File: src/hw/tracker_params.svh
`ifndef TRACKER_PARAMS_SVH
`define TRACKER_PARAMS_SVH

// Register offsets (byte addresses, one word each)
`define OFF_LIMIT      4'h0
`define OFF_USAGE      4'h4
`define OFF_CONTROL    4'h8
`define OFF_STATUS     4'hC

// Reset values
`define LIMIT_DEFAULT  16'hFFFF
`define USAGE_DEFAULT  1'b1

// Signed wrap extremes for the default limit
`define TURN_POS_MAX   16'h7FFF
`define TURN_NEG_MIN   16'h8001

// Control register bit positions (write one to act)
`define CTL_LIMIT_WR   0
`define CTL_CLEAR_GO   1
`define CTL_KEY_BAD    2
`define CTL_ALARM_RST  3

// Status register bit positions
`define ST_MISMATCH    0
`define ST_BACKUP      1
`define ST_CHECKSUM    2
`define ST_MONITOR     3
`define ST_BUSY        4
`define ST_BAD_ENTRY   5
`define ST_MOTOR_EN    6

// Times and cycle counts at 200 MHz
`define CLK_MHZ        200
`define BAD_ENTRY_MS   1000
`define POST_DATA_MS   50
`define MS_CYCLES      (`CLK_MHZ * 1000)
`define CHAR_COUNT     8

`endif

File: src/hw/tracker_pkg.sv
package tracker_pkg;
    // Transfer phases toward the host
    typedef enum logic [2:0] {
        XFER_IDLE,
        XFER_CHARS,
        XFER_PULSES,
        XFER_SETTLE,
        XFER_NORMAL
    } xfer_state_type;

    // Alarm flags carried together
    typedef struct packed {
        logic monitor;
        logic checksum;
        logic backup;
        logic mismatch;
    } alarm_type;

    // One byte for the serial stream
    typedef struct packed {
        logic       valid;
        logic [7:0] data;
    } char_type;
endpackage : tracker_pkg

File: src/hw/tracker_char_rom.sv
`include "tracker_params.svh"

// Builds the eight characters of the turn report, one per index, registered
module tracker_char_rom (
    input  wire logic        i_clk,
    input  wire logic        i_rst_n,
    input  wire logic [2:0]  i_index,
    input  wire logic [15:0] i_turns,
    input  wire logic        i_signed,
    output logic      [7:0]  o_char
);
    logic [15:0] mag;
    logic [3:0]  digit [5];
    logic [7:0]  sel;

    // Magnitude and sign handling
    assign mag = (i_signed && i_turns[15]) ? 16'(-i_turns) : i_turns;

    // Decimal digits, least significant first
    genvar g;
    generate
        for (g = 0; g < 5; g = g + 1) begin : g_dig
            assign digit[g] = 4'((mag / (16'(10) ** g)) % 16'h000A);
        end
    endgenerate

    // Character selection by index
    assign sel = (i_index == 3'h0) ? 8'h50 :
                 (i_index == 3'h1) ? ((i_signed && i_turns[15]) ? 8'h2D : 8'h2B) :
                 (i_index == 3'h7) ? 8'h0D :
                 {4'h3, digit[3'(6) - i_index]};

    // Registered read data
    always_ff @(posedge i_clk or negedge i_rst_n) begin
        if (!i_rst_n) begin
            o_char <= 8'h00;
        end else begin
            o_char <= sel;
        end
    end
endmodule : tracker_char_rom

File: src/hw/tracker_turn_counter.sv
`include "tracker_params.svh"

// Multi-turn counter with signed wrap or zero-based wrap
module tracker_turn_counter (
    input  wire logic        i_clk,
    input  wire logic        i_rst_n,
    input  wire logic        i_fwd_rev,
    input  wire logic        i_rev_rev,
    input  wire logic        i_clear,
    input  wire logic [15:0] i_limit,
    output logic      [15:0] o_turns
);
    logic        dflt;
    logic [15:0] up_val;
    logic [15:0] dn_val;
    logic [15:0] turns_next;

    assign dflt = (i_limit == `LIMIT_DEFAULT);

    assign up_val = dflt ? ((o_turns == `TURN_POS_MAX) ? `TURN_NEG_MIN : o_turns + 16'h0001)
                         : ((o_turns >= i_limit) ? 16'h0000 : o_turns + 16'h0001);
    assign dn_val = dflt ? ((o_turns == `TURN_NEG_MIN) ? `TURN_POS_MAX : o_turns - 16'h0001)
                         : ((o_turns == 16'h0000) ? i_limit : o_turns - 16'h0001);

    assign turns_next = i_clear ? 16'h0000 :
                        (i_fwd_rev && !i_rev_rev) ? up_val :
                        (i_rev_rev && !i_fwd_rev) ? dn_val : o_turns;

    always_ff @(posedge i_clk or negedge i_rst_n) begin
        if (!i_rst_n) begin
            o_turns <= 16'h0000;
        end else begin
            o_turns <= turns_next;
        end
    end
endmodule : tracker_turn_counter

File: src/hw/absolute_multiturn_tracker.sv
`include "tracker_params.svh"

// How it works
// - Default limit: passing +32767 upward wraps count to -32767.
// - Default limit: passing -32767 downward wraps count to +32767.
// - Default limit keeps count in signed sixteen-bit range.
// - Other limits keep count from zero to limit, then back to zero.
// - Usage select zero means absolute, one incremental; resets to one.
// - New limit never takes effect; reset restores the stored limit to FFFF before it is latched.
// - Mismatch at power-up raises alarm; codes one and three low, two high.
// - Limit write into encoder accepted only during mismatch alarm.
// - Rising request sends turn data then initial pulses.
// - Motor stays disabled until transfer ends, servo-on ignored.
// - Confirmed clear function zeroes the turn count.
// - Backup and checksum alarms cleared only by setup, not alarm reset.
// - Encoder monitoring alarm persists until power removed.
// - Bad key entry flashes indication one second, then back.
// - Eight bytes sent, normal output about 50 ms after last.
module absolute_multiturn_tracker #(
    parameter int BAD_ENTRY_CYCLES = `BAD_ENTRY_MS * `MS_CYCLES,
    parameter int SETTLE_CYCLES    = `POST_DATA_MS * `MS_CYCLES,
    parameter int PULSE_CYCLES     = 16
) (
    input  wire logic        i_clk,
    input  wire logic        i_rst_n,
    // Avalon-MM slave
    input  wire logic [3:0]  i_address,
    input  wire logic        i_read,
    input  wire logic        i_write,
    input  wire logic [31:0] i_writedata,
    input  wire logic [3:0]  i_byteenable,
    output logic      [31:0] o_readdata,
    output logic             o_waitrequest,
    // Encoder side
    input  wire logic        i_fwd_rev,
    input  wire logic        i_rev_rev,
    input  wire logic [15:0] i_encoder_limit,
    input  wire logic        i_backup_fault,
    input  wire logic        i_checksum_fault,
    input  wire logic        i_monitor_fault,
    output logic      [15:0] o_encoder_limit_data,
    output logic             o_encoder_limit_load,
    // Host and amplifier side
    input  wire logic        i_sensor_on_request,
    input  wire logic        i_servo_on,
    input  wire logic        i_char_ready,
    output logic      [7:0]  o_char_data,
    output logic             o_char_valid,
    output logic             o_initial_pulse,
    output logic             o_motor_enable,
    output logic             o_alarm_code_out_1,
    output logic             o_alarm_code_out_2,
    output logic             o_alarm_code_out_3,
    output logic             o_bad_entry_prompt,
    output logic      [15:0] o_turns
);
    tracker_pkg::xfer_state_type state_reg, state_next;
    tracker_pkg::alarm_type      alarm_reg, alarm_next;
    logic [15:0] limit_reg;
    logic [15:0] active_limit_reg;
    logic        usage_reg;
    logic        started_reg;
    logic        sen_reg;
    logic        ack_reg;
    logic [31:0] rdata_next;
    logic [2:0]  index_reg;
    logic        char_sent_reg;
    logic [31:0] timer_reg, timer_next;
    logic [31:0] bad_timer_reg;
    logic [7:0]  rom_char;
    logic        wr_hit, rd_hit;
    logic        wr_limit, wr_usage, wr_ctl;
    logic        do_limit_wr, do_clear, do_bad, do_rst;
    logic        sen_rise;
    logic        last_char;

    // One wait state per access
    assign o_waitrequest = (i_read || i_write) && !ack_reg;
    assign wr_hit        = i_write && ack_reg;
    assign rd_hit        = i_read && ack_reg;

    // Address decode
    assign wr_limit = wr_hit && (i_address == `OFF_LIMIT);
    assign wr_usage = wr_hit && (i_address == `OFF_USAGE);
    assign wr_ctl   = wr_hit && (i_address == `OFF_CONTROL) && i_byteenable[0];
    assign do_limit_wr = wr_ctl && i_writedata[`CTL_LIMIT_WR] && alarm_reg.mismatch;
    assign do_clear    = wr_ctl && i_writedata[`CTL_CLEAR_GO];
    assign do_bad      = wr_ctl && i_writedata[`CTL_KEY_BAD];
    assign do_rst      = wr_ctl && i_writedata[`CTL_ALARM_RST];

    // Read mux
    always_comb begin
        rdata_next = 32'h0000_0000;
        if (i_address == `OFF_LIMIT) begin
            rdata_next = {16'h0000, limit_reg};
        end else if (i_address == `OFF_USAGE) begin
            rdata_next = {31'h0000_0000, usage_reg};
        end else if (i_address == `OFF_STATUS) begin
            rdata_next[`ST_MISMATCH]  = alarm_reg.mismatch;
            rdata_next[`ST_BACKUP]    = alarm_reg.backup;
            rdata_next[`ST_CHECKSUM]  = alarm_reg.checksum;
            rdata_next[`ST_MONITOR]   = alarm_reg.monitor;
            rdata_next[`ST_BUSY]      = (state_reg != tracker_pkg::XFER_NORMAL) && sen_reg;
            rdata_next[`ST_BAD_ENTRY] = o_bad_entry_prompt;
            rdata_next[`ST_MOTOR_EN]  = o_motor_enable;
        end else begin
            rdata_next = 32'h0000_0000;
        end
    end

    // Bus handshake and registers
    always_ff @(posedge i_clk or negedge i_rst_n) begin
        if (!i_rst_n) begin
            ack_reg    <= 1'b0;
            o_readdata <= 32'h0000_0000;
        end else begin
            ack_reg    <= (i_read || i_write) && !ack_reg;
            o_readdata <= rd_hit ? 32'h0000_0000 : rdata_next;
        end
    end

    // Parameter storage; usage defaults to incremental
    always_ff @(posedge i_clk or negedge i_rst_n) begin
        if (!i_rst_n) begin
            limit_reg <= `LIMIT_DEFAULT;
            usage_reg <= `USAGE_DEFAULT;
        end else begin
            if (wr_limit && i_byteenable[0]) limit_reg[7:0]  <= i_writedata[7:0];
            if (wr_limit && i_byteenable[1]) limit_reg[15:8] <= i_writedata[15:8];
            if (wr_usage && i_byteenable[0]) usage_reg <= i_writedata[0];
        end
    end

    // Active limit latched once after reset
    always_ff @(posedge i_clk or negedge i_rst_n) begin
        if (!i_rst_n) begin
            active_limit_reg <= `LIMIT_DEFAULT;
            started_reg      <= 1'b0;
        end else begin
            started_reg <= 1'b1;
            if (!started_reg) active_limit_reg <= limit_reg;
        end
    end

    // Encoder limit load strobe
    always_ff @(posedge i_clk or negedge i_rst_n) begin
        if (!i_rst_n) begin
            o_encoder_limit_data <= `LIMIT_DEFAULT;
            o_encoder_limit_load <= 1'b0;
        end else begin
            o_encoder_limit_load <= do_limit_wr;
            if (do_limit_wr) o_encoder_limit_data <= active_limit_reg;
        end
    end

    // Alarm updates; fault inputs win over setup clear, alarm reset wins over mismatch set
    always_comb begin
        alarm_next = alarm_reg;
        if (started_reg && !alarm_reg.mismatch && (active_limit_reg != i_encoder_limit) &&
            !o_encoder_limit_load) begin
            alarm_next.mismatch = alarm_reg.mismatch || (state_reg == tracker_pkg::XFER_IDLE &&
                                  !sen_reg && timer_reg == 32'h0000_0000);
        end
        if (do_rst && !alarm_reg.mismatch) alarm_next.mismatch = 1'b0;
        if (do_clear) begin
            alarm_next.backup   = 1'b0;
            alarm_next.checksum = 1'b0;
        end
        if (i_backup_fault)   alarm_next.backup   = 1'b1;
        if (i_checksum_fault) alarm_next.checksum = 1'b1;
        if (i_monitor_fault)  alarm_next.monitor  = 1'b1;
    end

    always_ff @(posedge i_clk or negedge i_rst_n) begin
        if (!i_rst_n) begin
            alarm_reg <= '0;
        end else begin
            alarm_reg <= alarm_next;
        end
    end

    assign o_alarm_code_out_1 = !alarm_reg.mismatch;
    assign o_alarm_code_out_2 = 1'b1;
    assign o_alarm_code_out_3 = !alarm_reg.mismatch;

    // Turn counter
    tracker_turn_counter u_counter (
        .i_clk     (i_clk),
        .i_rst_n   (i_rst_n),
        .i_fwd_rev (i_fwd_rev),
        .i_rev_rev (i_rev_rev),
        .i_clear   (do_clear),
        .i_limit   (active_limit_reg),
        .o_turns   (o_turns)
    );

    // Character builder
    tracker_char_rom u_rom (
        .i_clk    (i_clk),
        .i_rst_n  (i_rst_n),
        .i_index  (index_reg),
        .i_turns  (o_turns),
        .i_signed (active_limit_reg == `LIMIT_DEFAULT),
        .o_char   (rom_char)
    );

    assign sen_rise  = i_sensor_on_request && !sen_reg;
    assign last_char = (index_reg == 3'(`CHAR_COUNT - 1));

    // Transfer sequence
    always_comb begin
        state_next = state_reg;
        timer_next = timer_reg;
        case (state_reg)
            tracker_pkg::XFER_IDLE: begin
                timer_next = 32'h0000_0000;
                if (sen_rise && !usage_reg) state_next = tracker_pkg::XFER_CHARS;
            end
            tracker_pkg::XFER_CHARS: begin
                if (o_char_valid && i_char_ready && last_char) begin
                    state_next = tracker_pkg::XFER_PULSES;
                end
            end
            tracker_pkg::XFER_PULSES: begin
                timer_next = timer_reg + 32'h0000_0001;
                if (timer_reg == 32'(PULSE_CYCLES - 1)) begin
                    state_next = tracker_pkg::XFER_SETTLE;
                    timer_next = 32'h0000_0000;
                end
            end
            tracker_pkg::XFER_SETTLE: begin
                timer_next = timer_reg + 32'h0000_0001;
                if (timer_reg == 32'(SETTLE_CYCLES - 1)) state_next = tracker_pkg::XFER_NORMAL;
            end
            tracker_pkg::XFER_NORMAL: begin
                timer_next = 32'h0000_0000;
            end
            default: state_next = tracker_pkg::XFER_IDLE;
        endcase
        if (!i_sensor_on_request) state_next = tracker_pkg::XFER_IDLE;
    end

    always_ff @(posedge i_clk or negedge i_rst_n) begin
        if (!i_rst_n) begin
            state_reg <= tracker_pkg::XFER_IDLE;
            timer_reg <= 32'h0000_0000;
            sen_reg   <= 1'b0;
        end else begin
            state_reg <= state_next;
            timer_reg <= timer_next;
            sen_reg   <= i_sensor_on_request;
        end
    end

    // Character stream; ROM data one cycle behind index
    always_ff @(posedge i_clk or negedge i_rst_n) begin
        if (!i_rst_n) begin
            index_reg     <= 3'h0;
            char_sent_reg <= 1'b0;
            o_char_valid  <= 1'b0;
            o_char_data   <= 8'h00;
        end else if (state_reg != tracker_pkg::XFER_CHARS) begin
            index_reg     <= 3'h0;
            char_sent_reg <= 1'b0;
            o_char_valid  <= 1'b0;
        end else if (!o_char_valid && !char_sent_reg) begin
            char_sent_reg <= 1'b1;
        end else if (!o_char_valid) begin
            o_char_valid <= 1'b1;
            o_char_data  <= rom_char;
        end else if (i_char_ready) begin
            o_char_valid  <= 1'b0;
            char_sent_reg <= 1'b0;
            index_reg     <= index_reg + 3'h1;
        end
    end

    // Initial pulse output during pulse phase
    always_ff @(posedge i_clk or negedge i_rst_n) begin
        if (!i_rst_n) begin
            o_initial_pulse <= 1'b0;
        end else begin
            o_initial_pulse <= (state_reg == tracker_pkg::XFER_PULSES) && timer_reg[0];
        end
    end

    always_ff @(posedge i_clk or negedge i_rst_n) begin
        if (!i_rst_n) begin
            o_motor_enable <= 1'b0;
        end else begin
            o_motor_enable <= i_servo_on && (usage_reg ||
                              state_reg == tracker_pkg::XFER_NORMAL);
        end
    end

    // Bad entry flash for one second
    always_ff @(posedge i_clk or negedge i_rst_n) begin
        if (!i_rst_n) begin
            bad_timer_reg      <= 32'h0000_0000;
            o_bad_entry_prompt <= 1'b0;
        end else if (do_bad) begin
            bad_timer_reg      <= 32'(BAD_ENTRY_CYCLES);
            o_bad_entry_prompt <= 1'b1;
        end else if (bad_timer_reg != 32'h0000_0000) begin
            bad_timer_reg      <= bad_timer_reg - 32'h0000_0001;
            o_bad_entry_prompt <= (bad_timer_reg != 32'h0000_0001);
        end
    end
endmodule : absolute_multiturn_tracker

File: config.mk
export PLATFORM = sky130hd
export DESIGN_NAME = absolute_multiturn_tracker
export DESIGN_NICKNAME = d
export VERILOG_FILES = /design/src/hw/tracker_pkg.sv /design/src/hw/tracker_char_rom.sv /design/src/hw/tracker_turn_counter.sv /design/src/hw/absolute_multiturn_tracker.sv
export VERILOG_INCLUDE_DIRS = /design/src /design/src/hw
export SDC_FILE = /design/constraint.sdc
export NUM_CORES = 1
export LEC_CHECK = 0
export ABC_AREA = 1
export BUFFER_PORTS_ARGS = -buffer_cell sky130_fd_sc_hd__buf_2
export CAP_MARGIN = 0
export CORE_MARGIN = 2
export CORE_UTILIZATION = 40
export CTS_BUF_LIST = sky130_fd_sc_hd__clkbuf_16
export DETAILED_ROUTE_END_ITERATION = 16
export PLACE_DENSITY = 0.64
export RECOVER_POWER = 100
export SYNTH_ARGS = -nofsm -noshare
export SYNTH_HDL_FRONTEND = slang
export SYNTH_HIERARCHICAL = 1
export SYNTH_SLANG_ARGS = --single-unit
File: constraint.sdc
create_clock -name i_clk -period 9.8 [get_ports i_clk]
set_clock_uncertainty 0.05 [all_clocks]
set_input_delay 1.96 -clock i_clk [delete_from_list [all_inputs] [get_ports i_clk]]
set_output_delay 1.96 -clock i_clk [all_outputs]
set_load 0.01 [all_outputs]
==> impl_results.md <==
- Status: finished with violations
- Failing checks: max-capacitance violations, max-slew violations
- Fin. max-slew vios: 240
- Top delay family on crit path: simple AND/OR/NAND/NOR gates
- Adder-cell area share of the yosys netlist: about 3.3%
- CTS clk-pin slew, worst paths: 0.07 ns
- Hold Buf Count CTS: 0
- Ys flop type: dfrtp_1
- Main combinational cell family by area after synthesis: simple AND/OR/NAND/NOR gates
- Worst path depth: 65
- Synth cell count leaders: nand2_1, inv_1, nor2_1, nand3_1, dfrtp_1
- Most area-consuming cells after synthesis: dfrtp_1, nand2_1, dfstp_2
- # placed instances: 3139
- Register area share after synthesis: 27.0%
- Critical Path Start: active_limit_reg[6]
- Layout area overhead: 7.70%
- Worst path required time: 10.07 ns
- Min Hold Slack: 0.412 ns
- Layout cell share with drive strength beyond 1: 16.9%
- CTS sink count: about 180
- Slew Limit Headroom: -170%
- Unrepaired setup endpoints after global routing: no
- Endpoints failing setup: 0
- Remaining DRCs: 0
- Library cells used by synthesis: 68
- Most common cell in the synthesized netlist: nand2_1
- CP max FO: 14
- Clk_lat worst skew: 0.44 ns
- TritonCTS Buffers: 17
- Clock Tree Root: clkbuf_16
- GPL Wtd Cong: 0.916
- Antenna violations before repair: 3
- Final ANT Viol Nets: 0
- Min Tclk post-route: 8.83 ns
- Worst hold path class: reg -> reg
- Number of cells on the worst hold path: 2
- Core Area: 41700 um2
- Synth Area in Simple Gates: 44.4%
- Multiplexer share of the synthesized area: less than 1%
- Worst R2R Path Depth: 65
- Ports: around 150
- H-tree depth: 4
- Die H: 209 um
- Warnings, synthesis: 6
- Finished Layout Cells: between 3000 and 4000
- Initial Utilization: between 40% and 50%
- Port buffer count: 113
- XOR/XNOR share of the synthesized area: 5.57%
- Synth area leader: dfrtp_1
- Final wirelength: 44.1 mm
- Worst path arrival time: 9.11 ns
- GRT Total Usage: 20.5%
- Via-to-Cell Ratio: 5.10
- Util after Layout: between 40% and 50%
- Largest net degree at the start of global routing: 74
- Crit path launch type: flop
- Mean Syn Cell Area: between 6 and 7 um2
- Critical path capture point type: flop
- Compound-gate portion of the synthesized area: approximately 8.6%
- Fmax achieved: ~110 MHz
- Width of the die: 209 um
- Drt initial violations: 1088
- Final Hold Viols: 0
- Crit-path slowest cell: dfstp_2
- Filler cells: 4365
- Drt wl/cell: 13.9 um
- Slowest stage delay, CP: 0.64 ns
- First-pass GRT wire length: 75.1 mm
- Die ar.: 43700 um2
- Vias in the first global route: 15800
- Final period util: 90.1%
- Worst r2r src: active_limit_reg[6]
- Cell mode on critical path: nand2_1
- Flop2flop setup slack: 0.97 ns
- CP bufs+invs: 8
- Worst reg2reg path endpoint: u_rom/o_char[1]
- Worst-Margin Slew: roughly 4.0 ns
- Maxcap violations: 6
- Asr flop ratio synth: 100%
- Num rows: 75
- DR pass1 iterations: 5
- Final nets: 2732
- Critical Path Sink: u_rom/o_char[1]
- Post-synthesis cell count: 2518
- DR vias: 16200
- CTS tree: built
- Hpwl dp: 34.0 mm
- Synth top area share: about a fifth
- Total grt overflow: 0
- Setup CP Type: reg -> reg
- Post-synthesis register bit count: 179
- Synthesized cell area: 16800 um2
- Clock Path Buffers: 2
- Number of synthesized flops with an enable pin: 0
- Setup tns final: 0 ns
[layer usage]
metal / global-route usage (%) / part of all wire [%]
met2: 34.6 / 47
met3: 3.79 / 5.6
met5: 0 / 0.054
met1: 26.4 / 46
met4: 6.63 / 1.9
[how the worst min path moves through the flow]
stage                             start                        to  slack [ns]
2_1_floorplan              alarm_reg[3]              alarm_reg[3]        0.39
4_1_cts        o_encoder_limit_data[10]  o_encoder_limit_data[10]        0.41
3_3_place_gp                    ack_reg                   ack_reg        0.39
3_5_place_dp    o_encoder_limit_data[7]   o_encoder_limit_data[7]        0.40
5_1_grt        o_encoder_limit_data[15]  o_encoder_limit_data[15]        0.43
6_report        o_encoder_limit_data[8]   o_encoder_limit_data[8]        0.41
[per-stage QoR]
stage	cell area [um2]	setup WS [ns]
finish	18100	0.969
global route	18100	0.00764
CTS	18300	0.608
detailed placement	17800	0.642
global placement	17800	0.888
floorplan	16900	2.36
[area by class of cell]
cell class / count / area [um2] / share of cell area [%]
Antenna cell: 1 / 2.50 / 0.0138
Sequential cell: 179 / 4540 / 25.1
Multi-Input combinational cell: 1966 / 10500 / 57.9
Clock buffer: 17 / 425 / 2.35
Tap cell: 539 / 674 / 3.73
Timing Repair Buffer: 131 / 608 / 3.36
Inverter: 325 / 1230 / 6.80
Clock inverter: 15 / 131 / 0.726
[cells by family (layout without fill, tap and decap cells)]
family                     count (synthesis)  in the layout
xor gates and xnor gates                 100            100
DFF                                      179            179
buffers and inverters                    389            488
adders and majority gates                 44             44
muxes                                     12             12
AOI/OAI and AO/OA                        249            249
other                                      3             20
and+or+nand+nor                         1542           1542
[placed cells by master, fill, tap and decap left out, types with 13 or more instances in the layout]
cell         n
inv_1      272
clkbuf_1    64
nand4_1     47
nor3_1      57
xnor2_1     25
o21ai_0    100
buf_2       53
conb_1      19
ha_1        44
nor2_2      30
xor2_1      69
buf_4       13
nand3_1    232
a21oi_1     75
nand2_2     98
dfstp_2     44
nand2_1    724
nor2_1     238
dfrtp_1    130
nor2_4      22
nand3_2     23
inv_2       45
nand2_4     27
clkbuf_16   17
o21ai_1     19
[worst register-to-register path, delay by kind of cell (launching register included)]
family / cells / cell delay, ns
xor gates and xnor gates: 1 / 0.13
DFF: 1 / 0.64
and+or+nand+nor: 51 / 6.18
AOI/OAI and AO/OA: 4 / 0.62
adders and majority gates: 1 / 0.25
buffers and inverters: 8 / 0.81
[timing repair]
item,in CTS,in global routing
endpoints found under the setup margin,0,3
setup buffers,0,1
gates resized for setup,0,5
Power is not shown: default switching activity piles up to over one toggle a cycle in this logic, so the estimate is an artifact.
